--- src/mbcs_pkg.sv ---
package mbcs_pkg;

	// ****************************************
	// Operating modes and space sizes
	// ****************************************
	typedef enum logic [1:0] {
		MODE_SINGLE = 2'b00,
		MODE_MEMEXP = 2'b01,
		MODE_RSVD = 2'b10,
		MODE_MICRO = 2'b11
	} mbcs_mode_t;

	localparam logic [1:0] SIZE_1M = 2'b00;
	localparam logic [1:0] SIZE_4M = 2'b11;

	// ****************************************
	// Carriers
	// ****************************************
	typedef struct packed {
		mbcs_mode_t proc_mode;
		logic space_size_hi_bit;
		logic space_size_lo_bit;
		logic internal_area_extend_bit;
		logic internal_rom_extend_bit;
		logic flash_variant;
	} mbcs_cfg_t;

	typedef struct packed {
		logic bank_offset_bit;
		logic [2:0] bank_select;
	} mbcs_bank_t;

	// ****************************************
	// Address map boundaries
	// ****************************************
	localparam int ADDR_W = 20;
	localparam logic [19:0] CS3_LO = 20'h04000;
	localparam logic [19:0] CS3_HI = 20'h07fff;
	localparam logic [19:0] CS2_LO = 20'h08000;
	localparam logic [19:0] CS2_LO_EXT = 20'h10000;
	localparam logic [19:0] CS2_HI = 20'h26fff;
	localparam logic [19:0] CS1_LO = 20'h28000;
	localparam logic [19:0] CS1_HI = 20'h2ffff;
	localparam logic [19:0] CS1_HI_4M = 20'h3ffff;
	localparam logic [19:0] CS0_LO = 20'h30000;
	localparam logic [19:0] CS0_LO_4M = 20'hc0000;
	localparam logic [19:0] CS0_HI_MEMEXP = 20'hcffff;
	localparam logic [19:0] CS0_HI_MEMEXP_EXT = 20'h7ffff;
	localparam logic [19:0] CS0_HI_MICRO = 20'hfffff;
	localparam logic [19:0] WIN_LO = 20'h40000;
	localparam logic [19:0] WIN_HI = 20'hbffff;
	localparam logic [19:0] BANK_OFFSET = 20'h40000;
	localparam logic [19:0] ROMX_LO = 20'h0f000;
	localparam logic [19:0] ROMX_HI = 20'h0ffff;

	// Reset values of the pins
	localparam logic [3:0] CS_IDLE = 4'hf;
	localparam logic [19:0] ADDR_RST = 20'h00000;

endpackage

--- src/mbcs_top.sv ---
`timescale 1ns/1ns
module mbcs_top (
	input wire logic I_REF_CLK,
	input wire logic I_RST,
	input wire logic I_CE,
	input wire logic I_ACCESS,
	input wire logic [19:0] I_ADDR,
	input wire mbcs_pkg::mbcs_cfg_t I_CFG,
	input wire mbcs_pkg::mbcs_bank_t I_DATA_BANK_REG,
	output logic [19:0] O_ADDR,
	output logic O_CHIP_SELECT_FIRST_N,
	output logic O_CHIP_SELECT_SECOND_N,
	output logic O_CHIP_SELECT_THIRD_N,
	output logic O_CHIP_SELECT_FOURTH_N,
	output logic O_INTERNAL_ROM_HIT,
	output logic O_BANK_WINDOW,
	output logic O_SIZE_RESERVED
);

	// ****************************************
	// Helpers
	// ****************************************

	// Inclusive address range check
	function automatic logic in_range(input logic [19:0] a, input logic [19:0] lo, input logic [19:0] hi);
		in_range = (a >= lo) && (a <= hi);
	endfunction

	// ****************************************
	// Mode decode
	// ****************************************
	logic [1:0] size_code;
	logic ext_mode;
	logic micro_mode;
	logic big_map;
	logic size_rsvd;
	logic area_ext;
	logic half_mode;

	// Single-chip and the illegal mode code keep the bus idle
	assign micro_mode = I_CFG.proc_mode == mbcs_pkg::MODE_MICRO;
	assign ext_mode = micro_mode || (I_CFG.proc_mode == mbcs_pkg::MODE_MEMEXP);
	assign size_code = {I_CFG.space_size_hi_bit, I_CFG.space_size_lo_bit};
	assign big_map = ext_mode && (size_code == mbcs_pkg::SIZE_4M);
	assign size_rsvd = (size_code != mbcs_pkg::SIZE_1M) && (size_code != mbcs_pkg::SIZE_4M);
	assign area_ext = I_CFG.internal_area_extend_bit;
	assign half_mode = area_ext && !micro_mode;

	// ****************************************
	// Area decode
	// ****************************************
	logic rom_ext_hit;
	logic [19:0] cs2_lo;
	logic [19:0] cs1_hi;
	logic [19:0] cs0_lo;
	logic [19:0] cs0_hi;
	logic hit_cs3;
	logic hit_cs2;
	logic hit_cs1;
	logic hit_cs0;
	logic hit_win;
	logic ext_acc;

	// Internal ROM extension hides its page from the bus
	assign rom_ext_hit = ext_mode && I_CFG.flash_variant && I_CFG.internal_rom_extend_bit
		&& in_range(I_ADDR, mbcs_pkg::ROMX_LO, mbcs_pkg::ROMX_HI);

	// Area limits by mode and map
	assign cs2_lo = I_CFG.internal_rom_extend_bit ? mbcs_pkg::CS2_LO_EXT : mbcs_pkg::CS2_LO;
	assign cs1_hi = big_map ? mbcs_pkg::CS1_HI_4M : mbcs_pkg::CS1_HI;
	assign cs0_lo = big_map ? mbcs_pkg::CS0_LO_4M : mbcs_pkg::CS0_LO;
	assign cs0_hi = micro_mode ? mbcs_pkg::CS0_HI_MICRO
		: (area_ext ? mbcs_pkg::CS0_HI_MEMEXP_EXT : mbcs_pkg::CS0_HI_MEMEXP);

	// One area per address, fourth area vanishes with the extension bit
	assign hit_cs3 = !area_ext && in_range(I_ADDR, mbcs_pkg::CS3_LO, mbcs_pkg::CS3_HI);
	assign hit_cs2 = !rom_ext_hit && in_range(I_ADDR, cs2_lo, mbcs_pkg::CS2_HI);
	assign hit_cs1 = in_range(I_ADDR, mbcs_pkg::CS1_LO, cs1_hi);
	assign hit_cs0 = !hit_win && in_range(I_ADDR, cs0_lo, cs0_hi);
	assign hit_win = big_map && in_range(I_ADDR, mbcs_pkg::WIN_LO, mbcs_pkg::WIN_HI);
	assign ext_acc = I_ACCESS && ext_mode && !rom_ext_hit;

	// ****************************************
	// Pin values
	// ****************************************
	logic [3:0] cs_area_n;
	logic [3:0] cs_win_n;
	logic [3:0] cs_next;
	logic [19:0] addr_off;
	logic [19:0] addr_half;
	logic [19:0] addr_win;
	logic [19:0] addr_next;

	// Area selects, active low
	assign cs_area_n = ~{hit_cs3, hit_cs2, hit_cs1, hit_cs0};
	// Window drives bank number as levels, first select low
	assign cs_win_n = {I_DATA_BANK_REG.bank_select, 1'b0};
	assign cs_next = !ext_acc ? mbcs_pkg::CS_IDLE : (hit_win ? cs_win_n : cs_area_n);

	// Offset shifts the window, or picks the half of a bank
	assign addr_off = I_ADDR
		+ (I_DATA_BANK_REG.bank_offset_bit ? mbcs_pkg::BANK_OFFSET : 20'h00000);
	assign addr_half = {I_DATA_BANK_REG.bank_offset_bit, I_ADDR[18:0]};
	assign addr_win = half_mode ? addr_half : addr_off;
	assign addr_next = hit_win ? addr_win : I_ADDR;

	// ****************************************
	// Output registers
	// ****************************************
	logic [3:0] cs_reg;
	logic [19:0] addr_reg;
	logic rom_reg;
	logic win_reg;
	logic rsvd_reg;

	// Address holds its last external value between accesses
	always_ff @(posedge I_REF_CLK) begin
		if (I_RST) begin
			cs_reg <= mbcs_pkg::CS_IDLE;
			addr_reg <= mbcs_pkg::ADDR_RST;
		end else if (I_CE) begin
			cs_reg <= cs_next;
			if (ext_acc) begin
				addr_reg <= addr_next;
			end
		end
	end

	// Status flags
	always_ff @(posedge I_REF_CLK) begin
		if (I_RST) begin
			rom_reg <= 1'b0;
			win_reg <= 1'b0;
			rsvd_reg <= 1'b0;
		end else if (I_CE) begin
			rom_reg <= I_ACCESS && rom_ext_hit;
			win_reg <= ext_acc && hit_win;
			rsvd_reg <= size_rsvd;
		end
	end

	// Pins straight from flip-flops
	assign O_ADDR = addr_reg;
	assign O_CHIP_SELECT_FIRST_N = cs_reg[0];
	assign O_CHIP_SELECT_SECOND_N = cs_reg[1];
	assign O_CHIP_SELECT_THIRD_N = cs_reg[2];
	assign O_CHIP_SELECT_FOURTH_N = cs_reg[3];
	assign O_INTERNAL_ROM_HIT = rom_reg;
	assign O_BANK_WINDOW = win_reg;
	assign O_SIZE_RESERVED = rsvd_reg;

	// ****************************************
	// Checks
	// ****************************************

	// Single-chip keeps every select high
	property p_single_idle;
		@(posedge I_REF_CLK) disable iff (I_RST)
		I_CE && (I_CFG.proc_mode == mbcs_pkg::MODE_SINGLE) |=> (cs_reg == 4'hf);
	endproperty
	a_single_idle: assert property (p_single_idle) else $error("select active in single-chip mode");

	// No access means all selects high
	property p_idle_high;
		@(posedge I_REF_CLK) disable iff (I_RST)
		I_CE && !I_ACCESS |=> (cs_reg == 4'hf);
	endproperty
	a_idle_high: assert property (p_idle_high) else $error("select active without access");

	// At most one area select low outside the window
	property p_one_area;
		@(posedge I_REF_CLK) disable iff (I_RST)
		!win_reg |-> $countones(~cs_reg) <= 1;
	endproperty
	a_one_area: assert property (p_one_area) else $error("several area selects low");

	// Window access drives bank number and first select low
	property p_window_bank;
		@(posedge I_REF_CLK) disable iff (I_RST)
		I_CE && I_ACCESS && big_map && (I_ADDR[19:18] == 2'b01 || I_ADDR[19:18] == 2'b10)
		|=> win_reg && !O_CHIP_SELECT_FIRST_N
		&& (cs_reg[3:1] == $past(I_DATA_BANK_REG.bank_select));
	endproperty
	a_window_bank: assert property (p_window_bank) else $error("bank number not on selects");

	// Offset adds 40000h inside the window
	property p_offset_add;
		@(posedge I_REF_CLK) disable iff (I_RST)
		I_CE && ext_acc && hit_win && !half_mode && I_DATA_BANK_REG.bank_offset_bit
		|=> (O_ADDR == 20'($past(I_ADDR) + 20'h40000));
	endproperty
	a_offset_add: assert property (p_offset_add) else $error("bank offset not applied");

	// Half select puts offset bit on the top address line
	property p_half_sel;
		@(posedge I_REF_CLK) disable iff (I_RST)
		I_CE && ext_acc && hit_win && half_mode
		|=> (O_ADDR[19] == $past(I_DATA_BANK_REG.bank_offset_bit)) && (O_ADDR[18:0] == $past(I_ADDR[18:0]));
	endproperty
	a_half_sel: assert property (p_half_sel) else $error("half selection wrong");

	// Second area reaches 3FFFFh only in the 4-Mbyte map
	property p_cs1_end;
		@(posedge I_REF_CLK) disable iff (I_RST)
		I_CE && ext_acc && (I_ADDR == 20'h3ffff) |=> (O_CHIP_SELECT_SECOND_N == !$past(big_map));
	endproperty
	a_cs1_end: assert property (p_cs1_end) else $error("second area end wrong");

	// Microprocessor mode first area reaches FFFFFh
	property p_micro_top;
		@(posedge I_REF_CLK) disable iff (I_RST)
		I_CE && I_ACCESS && micro_mode && (I_ADDR == 20'hfffff) |=> !O_CHIP_SELECT_FIRST_N;
	endproperty
	a_micro_top: assert property (p_micro_top) else $error("top of map not in first area");

	// ROM extension page never selects external memory
	property p_rom_ext;
		@(posedge I_REF_CLK) disable iff (I_RST)
		I_CE && I_ACCESS && rom_ext_hit |=> O_INTERNAL_ROM_HIT && (cs_reg == 4'hf);
	endproperty
	a_rom_ext: assert property (p_rom_ext) else $error("internal ROM page reached bus");

	// Reserved size codes flagged and decoded as the small map
	property p_size_rsvd;
		@(posedge I_REF_CLK) disable iff (I_RST)
		I_CE && (size_code == 2'b01 || size_code == 2'b10) |=> O_SIZE_RESERVED && !O_BANK_WINDOW;
	endproperty
	a_size_rsvd: assert property (p_size_rsvd) else $error("reserved size not flagged");

	// Clock enable low freezes the pins
	property p_ce_hold;
		@(posedge I_REF_CLK) disable iff (I_RST)
		!I_CE |=> $stable(cs_reg) && $stable(addr_reg);
	endproperty
	a_ce_hold: assert property (p_ce_hold) else $error("state moved with enable low");

	// Fourth area while it exists
	property p_fourth_area;
		@(posedge I_REF_CLK) disable iff (I_RST)
		I_CE && ext_acc && !area_ext && (I_ADDR[19:14] == 6'h01) |=> (cs_reg == 4'h7);
	endproperty
	a_fourth_area: assert property (p_fourth_area) else $error("fourth area select wrong");

	// Third area above the ROM page
	property p_third_area;
		@(posedge I_REF_CLK) disable iff (I_RST)
		I_CE && ext_acc && (I_ADDR >= 20'h10000) && (I_ADDR <= 20'h26fff) |=> (cs_reg == 4'hb);
	endproperty
	a_third_area: assert property (p_third_area) else $error("third area select wrong");

	// Window address passes unchanged without offset
	property p_plain_window;
		@(posedge I_REF_CLK) disable iff (I_RST)
		I_CE && ext_acc && hit_win && !half_mode && !I_DATA_BANK_REG.bank_offset_bit |=> (O_ADDR == $past(I_ADDR));
	endproperty
	a_plain_window: assert property (p_plain_window) else $error("window address moved");

	// Small map never opens the bank window
	property p_small_map;
		@(posedge I_REF_CLK) disable iff (I_RST)
		I_CE && (size_code == 2'h0) |=> !O_BANK_WINDOW;
	endproperty
	a_small_map: assert property (p_small_map) else $error("bank window in small map");

	// ROM page only on flash parts
	property p_no_flash;
		@(posedge I_REF_CLK) disable iff (I_RST)
		I_CE && !I_CFG.flash_variant |=> !O_INTERNAL_ROM_HIT;
	endproperty
	a_no_flash: assert property (p_no_flash) else $error("ROM page hit without flash");

	// Address lines hold outside expansion modes
	property p_single_addr;
		@(posedge I_REF_CLK) disable iff (I_RST)
		I_CE && !ext_mode |=> $stable(O_ADDR);
	endproperty
	a_single_addr: assert property (p_single_addr) else $error("address moved in single-chip mode");

	// Reset leaves the bus idle
	property p_reset_idle;
		@(posedge I_REF_CLK)
		I_RST |=> (cs_reg == 4'hf) && (addr_reg == 20'h00000) && !win_reg;
	endproperty
	a_reset_idle: assert property (p_reset_idle) else $error("bus not idle after reset");

endmodule

--- config.mk ---
export PLATFORM = sky130hd
export DESIGN_NAME = mbcs_top
export DESIGN_NICKNAME = d
export VERILOG_FILES = /design/src/mbcs_pkg.sv /design/src/mbcs_top.sv
export SDC_FILE = /design/constraint.sdc
export NUM_CORES = 1
export LEC_CHECK = 0
export BUFFER_PORTS_ARGS = -buffer_cell sky130_fd_sc_hd__buf_2
export CAP_MARGIN = 10
export CORE_MARGIN = 1.5
export CORE_UTILIZATION = 40
export DETAILED_ROUTE_END_ITERATION = 10
export PLACE_DENSITY = 0.7
export SYNTH_ARGS = -nofsm -noshare
export SYNTH_HDL_FRONTEND = slang
export SYNTH_SLANG_ARGS = --single-unit
--- constraint.sdc ---
create_clock -name I_REF_CLK -period 1.6 [get_ports I_REF_CLK]
set_input_delay 0.32 -clock I_REF_CLK [delete_from_list [all_inputs] [get_ports I_REF_CLK]]
set_output_delay 0.32 -clock I_REF_CLK [all_outputs]
set_load 0.005 [all_outputs]
==> metrics, run 1 <==
outcome finished clean; Min-Delay Endpoint O_ADDR[9]; CTS tree yes; first-pass GRT wire length 6750 µm; Clock power frac 0.270; HP Class input port to flip-flop; All-Layer GR Usage 0.203; max-cap violation count 0; sequential area share after synthesis 0.365; Worst EP arrival 1.68 ns; Static Leak 0.991 nW; Synth top area share 0.365; Crit. End Element flip-flop; CP max stage delay 0.54 ns; share of post-route cells with drive strength above 1 0.380; pin count of the biggest net entering global routing 16; Worst-Margin Slew 0.427 ns; IO buf count 61; Post-Layout Cell Count 320; Post-CTS Resized 0; dpl cells 316; Max-Slew Margin vs Limit 0.711; Iter 0 DRT Violations 87; R2R setup slack 0.90 ns; Worst path top cell family by delay simple AND/OR/NAND/NOR gates; routed wire length 4030 µm; Syn. warnings 0; post-route ant nets 0; Tmin final 1.48 ns; crit path launch type input port; crit share post-route 0.927; final core occ 0.615; combinational share of power 0.222; Longest Clk Path Bufs 2; die width 63.9 µm; die area 4080 µm²; number of hold violations in the final report 0; syn_area_per_cell 7.96 µm²; vias in the first global route 1525; Initial Util 0.430; GRT Residual Overflow 0; worst-skew pair later-pin latency 0.26 ns; reg2reg path depth 2; Final nets 322; Post-Synthesis Cells 186; Fill cells 309; n_diodes 0; hold buffers post-CTS 0; Area after DPL 2070 µm²; Placer Congestion 0.895; H-tree levels 1; CP Buf/Inv Count 2; Post-DP HPWL 3290 µm; unrepaired setup endpoints after global routing no; routed vias 1643; DRC errors left 0; Critical Path RT 1.80 ns; P_int 1.02 mW; Post-Syn Area 1480 µm²; TritonCTS Buffers 3; core box area 3440 µm²; io pins 62; Max Slew Vio Count 0; Setup Crit Path Kind input port to flip-flop; postcts setup bufs 0; Slowest-stage cell, CP or4_4; skew final 0 ns; Root Buffer clkbuf_8; worst r2r dst cs_reg[0]; syn nets 233; switching power 0.360 mW; Fmax achieved 674 MHz; PD cells 654 nW/µm²; #FFs+latches synth 27; final setup vio count 0; Vias/cell 5.13; WHS Path Cells 3; Peak VDD IR 420 µV; hold_sp I_ADDR[9]; Yosys cell types 36; Area contributors post-synth dfxtp_1 36%, nand2_1 11%, ha_1 10%; antenna violations before repair 0; post-route cell area 2120 µm²; Total Power Consumption 1.38 mW; sequential share of power 0.508; WL/cell 12.6 µm; largest area contributor in the netlist dfxtp_1; CP cell instances buf_2, or4_4, nor3_4, or2_4, buf_12, nand2_1, a21oi_1; area grow syn2layout 42.8%; FF-to-FF Start cs_reg[0]; DIE HEIGHT 63.9 µm; drt pass-1 iters 4; Switching Fraction 0.260; clk slew on worst S/H paths 0.09 ns; max reg flops 20; num rows 21; crit path max fanout 9; # clock sinks 27
-- logic make-up (layout without fill, tap and decap cells) --
family,after synthesis,after routing,share of synthesized area
and+or+nand+nor,80,80,0.263
adders and majority gates,12,12,0.101
DFF,27,27,0.365
muxes,2,2,0.0135
buffers and inverters,15,103,0.0515
AOI/OAI and AO/OA,50,50,0.206
-- final cells by class --
cell class	count	area, µm²	area share
repair buffers	93	583	0.276
flip-flops and latches	27	541	0.255
multi-input cells	144	867	0.410
well taps	46	57.6	0.0272
inverters	6	22.5	0.0106
clock buffers	4	45.0	0.0213
-- cell usage after synthesis (all sizes together) --
| library cell | n |
|---|---|
| o221a | 1 |
| nor3 | 2 |
| o31ai | 1 |
| and4b | 1 |
| nor4b | 1 |
| o2bb2ai | 1 |
| nor2 | 8 |
| nand2b | 5 |
| buf | 4 |
| a31o | 1 |
| o22ai | 4 |
| nor4 | 4 |
| o32a | 1 |
| o21ai | 7 |
| or2 | 1 |
| inv | 6 |
| a32oi | 1 |
| nand4 | 6 |
| or4 | 2 |
| clkbuf | 5 |
| and3 | 2 |
| a21oi | 27 |
| o32ai | 1 |
| nand3 | 4 |
| ha | 12 |
| dfxtp | 27 |
| a211oi | 4 |
| nand2 | 44 |
| mux2i | 2 |
| a21boi | 1 |
-- how the worst max path moves through the flow --
stage                     startpoint          to  depth (start not counted)
after floorplan           I_ADDR[19]  O_ADDR[15]                          6
after global placement    I_ADDR[16]  O_ADDR[18]                          7
after detailed placement    I_CFG[3]   cs_reg[0]                          9
after CTS                 I_ADDR[16]   O_ADDR[1]                          7
after global routing        I_CFG[3]   cs_reg[0]                          9
final                     I_ADDR[16]  O_ADDR[13]                          7
-- per-layer routing --
metal	vias to the layer above	track usage	routed length (µm)
li1	843	-	-
met1	752	0.270	1870
met2	42	0.339	1920
met3	6	0.0370	188
met4	0	0.0489	59
met5	-	0	0
-- cell usage in the layout (no fill, tap or decap), types with 4 or more instances in the layout --
cell	netlist	layout
nand3_1	4	4
inv_1	6	6
nor2_1	8	8
dfxtp_1	27	27
o22ai_1	4	4
ha_1	12	12
buf_4	1	29
buf_2	1	61
nand2_1	44	43
a21oi_1	26	26
nand2b_1	5	5
o21ai_0	7	7
nand4_1	6	6
nor4_1	4	4
-- worst min-delay path: cells and delay by family --
family | cells | cell delay, ns
buffers and inverters | 1 | 0.12
AND/OR/NAND/NOR | 1 | 0.05
AO/OA/AOI/OAI | 1 | 0.05
-- power by group through the flow --
stage               clock (mW)  sequential [mW]  combinational (mW)
global route             0.420            0.706               0.343
finish                   0.374            0.703               0.307
floorplan                    0            0.721               0.132
detailed placement           0            0.719               0.307
CTS                      0.386            0.703               0.308
global placement             0            0.718               0.304
-- through the flow --
step	hold WS (ns)	setup slack, ns	setup TNS (ns)
floorplan	0.385	0.0164	0
global placement	0.441	-0.154	-3.26
finish	0.310	0.117	0
global route	0.320	0.0256	0
CTS	0.310	0.119	0
detailed placement	0.447	-0.167	-3.22
Note: power is estimated with default switching activity, not from simulation.
==> inputs of run 2 (changes only) <==
--- a/config.mk
+++ b/config.mk
@@ -10,7 +10,7 @@
 export CORE_MARGIN = 1.5
 export CORE_UTILIZATION = 40
 export DETAILED_ROUTE_END_ITERATION = 10
-export PLACE_DENSITY = 0.7
+export PLACE_DENSITY = 0.68
 export SYNTH_ARGS = -nofsm -noshare
 export SYNTH_HDL_FRONTEND = slang
 export SYNTH_SLANG_ARGS = --single-unit
==> constraint.sdc (replaced) <==
create_clock -name I_REF_CLK -period 1.37 [get_ports I_REF_CLK]
set_input_delay 0.274 -clock I_REF_CLK [delete_from_list [all_inputs] [get_ports I_REF_CLK]]
set_output_delay 0.274 -clock I_REF_CLK [all_outputs]
set_load 0.005 [all_outputs]
==> run 2 against run 1 <==
Effect of this change: the run now ends with negative setup slack left; worst setup slack worse by 0.12 ns; count of clock-buffer cells in the layout stayed put; routed wire length is 11% higher; global-route usage is 2.5 points higher; flip-flop and latch count stayed put; critical path depth is 1 higher; final area is 11% higher; power is 22% higher; cell count is 3.4% higher; sequential share of layout area is 2.6 points lower; critical endpoint is now O_ADDR[11]; highest routed layer unchanged.
==> metrics, run 2 (synthesis gave the netlist of run 1 again) <==
outcome complete, but fails checks; PD cells 720 nW/µm²; CP cell instances buf_6, or4_4, nor3_4, buf_4, nor2_2, buf_6, nand2_1, a21oi_1; Tmin final 1.37 ns; core box area 3440 µm²; sequential share of power 0.487; first-pass GRT wire length 7450 µm; All-Layer GR Usage 0.228; P_int 1.23 mW; Vias/cell 5.23; post-route ant nets 0; Worst Setup SP I_ADDR[16]; Switching Fraction 0.273; io pins 62; Worst-Margin Slew 0.369 ns; Hold Slack 0.273 ns; Fmax achieved 730 MHz; max reg flops 20; # clock sinks 27; Slowest-stage cell, CP or4_4; final setup vio count 1; hold buffers post-CTS 0; Min-Delay Endpoint O_INTERNAL_ROM_HIT; Static Leak 1.07 nW; CP max stage delay 0.53 ns; worst-skew pair later-pin latency 0.27 ns; Fill cells 308; hold_sp I_ACCESS; combinational share of power 0.251; switching power 0.463 mW; HP Class input port to flip-flop; number of hold violations in the final report 0; area grow syn2layout 59.0%; antenna violations before repair 0; pin count of the biggest net entering global routing 18; Root Buffer clkbuf_8; Post-DP HPWL 3470 µm; WL/cell 13.5 µm; num rows 21; worst r2r dst cs_reg[0]; reg2reg path depth 2; H-tree levels 1; crit path max fanout 14; clk slew on worst S/H paths 0.09 ns; CTS tree yes; Placer Congestion 0.809; CP dominant cell by count buf_6; Peak VDD IR 471 µV; crit share post-route 1.00; CP Buf/Inv Count 3; register area 541 µm²; drt pass-1 iters 4; Post-Layout Cell Count 331; IO buf count 61; vias in the first global route 1658; Longest Clk Path Bufs 2; Total Power Consumption 1.69 mW; crit path launch type input port; R2R setup slack 0.69 ns; failing checks negative setup slack; final worst slack -0.0000829 ns; Max-Slew Margin vs Limit 0.751; routed vias 1730; most common cell after layout, fill and taps aside buf_2; share of post-route cells with drive strength above 1 0.516; DRC errors left 0; Iter 0 DRT Violations 128; Final nets 333; Max Slew Vio Count 0; Worst EP arrival 1.53 ns; max-cap violation count 0; Setup Crit Path Kind input port to flip-flop; Clock power frac 0.263; unrepaired setup endpoints after global routing yes; dpl cells 324; routed wire length 4470 µm; skew final 0 ns; FF-to-FF Start cs_reg[0]; DIE HEIGHT 63.9 µm; Worst path top cell family by delay simple AND/OR/NAND/NOR gates; commonest cells after routing, fill and taps aside 60 x buf_2, 39 x buf_4, 35 x nand2_1; WHS Path Cells 3; Critical Path RT 1.53 ns; die width 63.9 µm; Crit. End Element flip-flop; die area 4080 µm²; Initial Util 0.430; area of the multi-input gates 1020 µm²; TritonCTS Buffers 3; GRT Residual Overflow 0; n_diodes 0
## run 2: final cells by class
| type | instances | area share |
|---|---|---|
| multi-input cells | 144 | 0.434 |
| repair buffers | 104 | 0.283 |
| flip-flops and latches | 27 | 0.230 |
| well taps | 46 | 0.0244 |
| clock buffers | 4 | 0.0191 |
| inverters | 6 | 0.00956 |
## run 2: what timing repair did
action / CTS / global route
setup endpoints to repair: 16 / 21
cloned: 0 / 0
pin swaps: 3 / 8
setup buffers: 1 / 2
gates resized for setup: 5 / 32
## run 2: through the flow
step | util | instance area, µm² | setup WS [ns] | setup TNS (ns)
after floorplan | - | 1530 | -0.136 | -1.52
after global placement | 0.624 | 2150 | -0.306 | -6.34
after detailed placement | 0.624 | 2150 | -0.316 | -6.84
after CTS | 0.646 | 2220 | -0.00817 | -0.0235
after global routing | 0.684 | 2350 | -0.0628 | -0.819
final | 0.684 | 2350 | -0.0000829 | -0.0000829
## run 2: worst max path at each step
stage | depth (start not counted) | endpoint
5_1_grt | 8 | O_ADDR[11]
3_5_place_dp | 7 | O_ADDR[6]
3_3_place_gp | 5 | cs_reg[0]
4_1_cts | 7 | O_ADDR[6]
2_1_floorplan | 6 | O_ADDR[15]
6_report | 8 | O_ADDR[11]
## run 2: per-layer routing
layer	vias up	GRT usage	share of wire
met5	-	0	0
met4	0	0.0842	0.025
met3	12	0.0299	0.055
met2	58	0.388	0.49
met1	797	0.292	0.43
li1	863	-	-
## run 2: worst reg2reg max path: cells and delay by family, from the launching register on
family             cells  cell delay [ns]
DFF                    1             0.32
AOI/OAI and AO/OA      2             0.24
## run 2: power groups by stage
stage          combinational, mW  sequential [mW]  clock [mW]
6_report                   0.425            0.825       0.445
5_1_grt                    0.468            0.828       0.499
4_1_cts                    0.392            0.823       0.458
3_5_place_dp               0.384            0.840           0
3_3_place_gp               0.375            0.840           0
2_1_floorplan              0.163            0.842           0
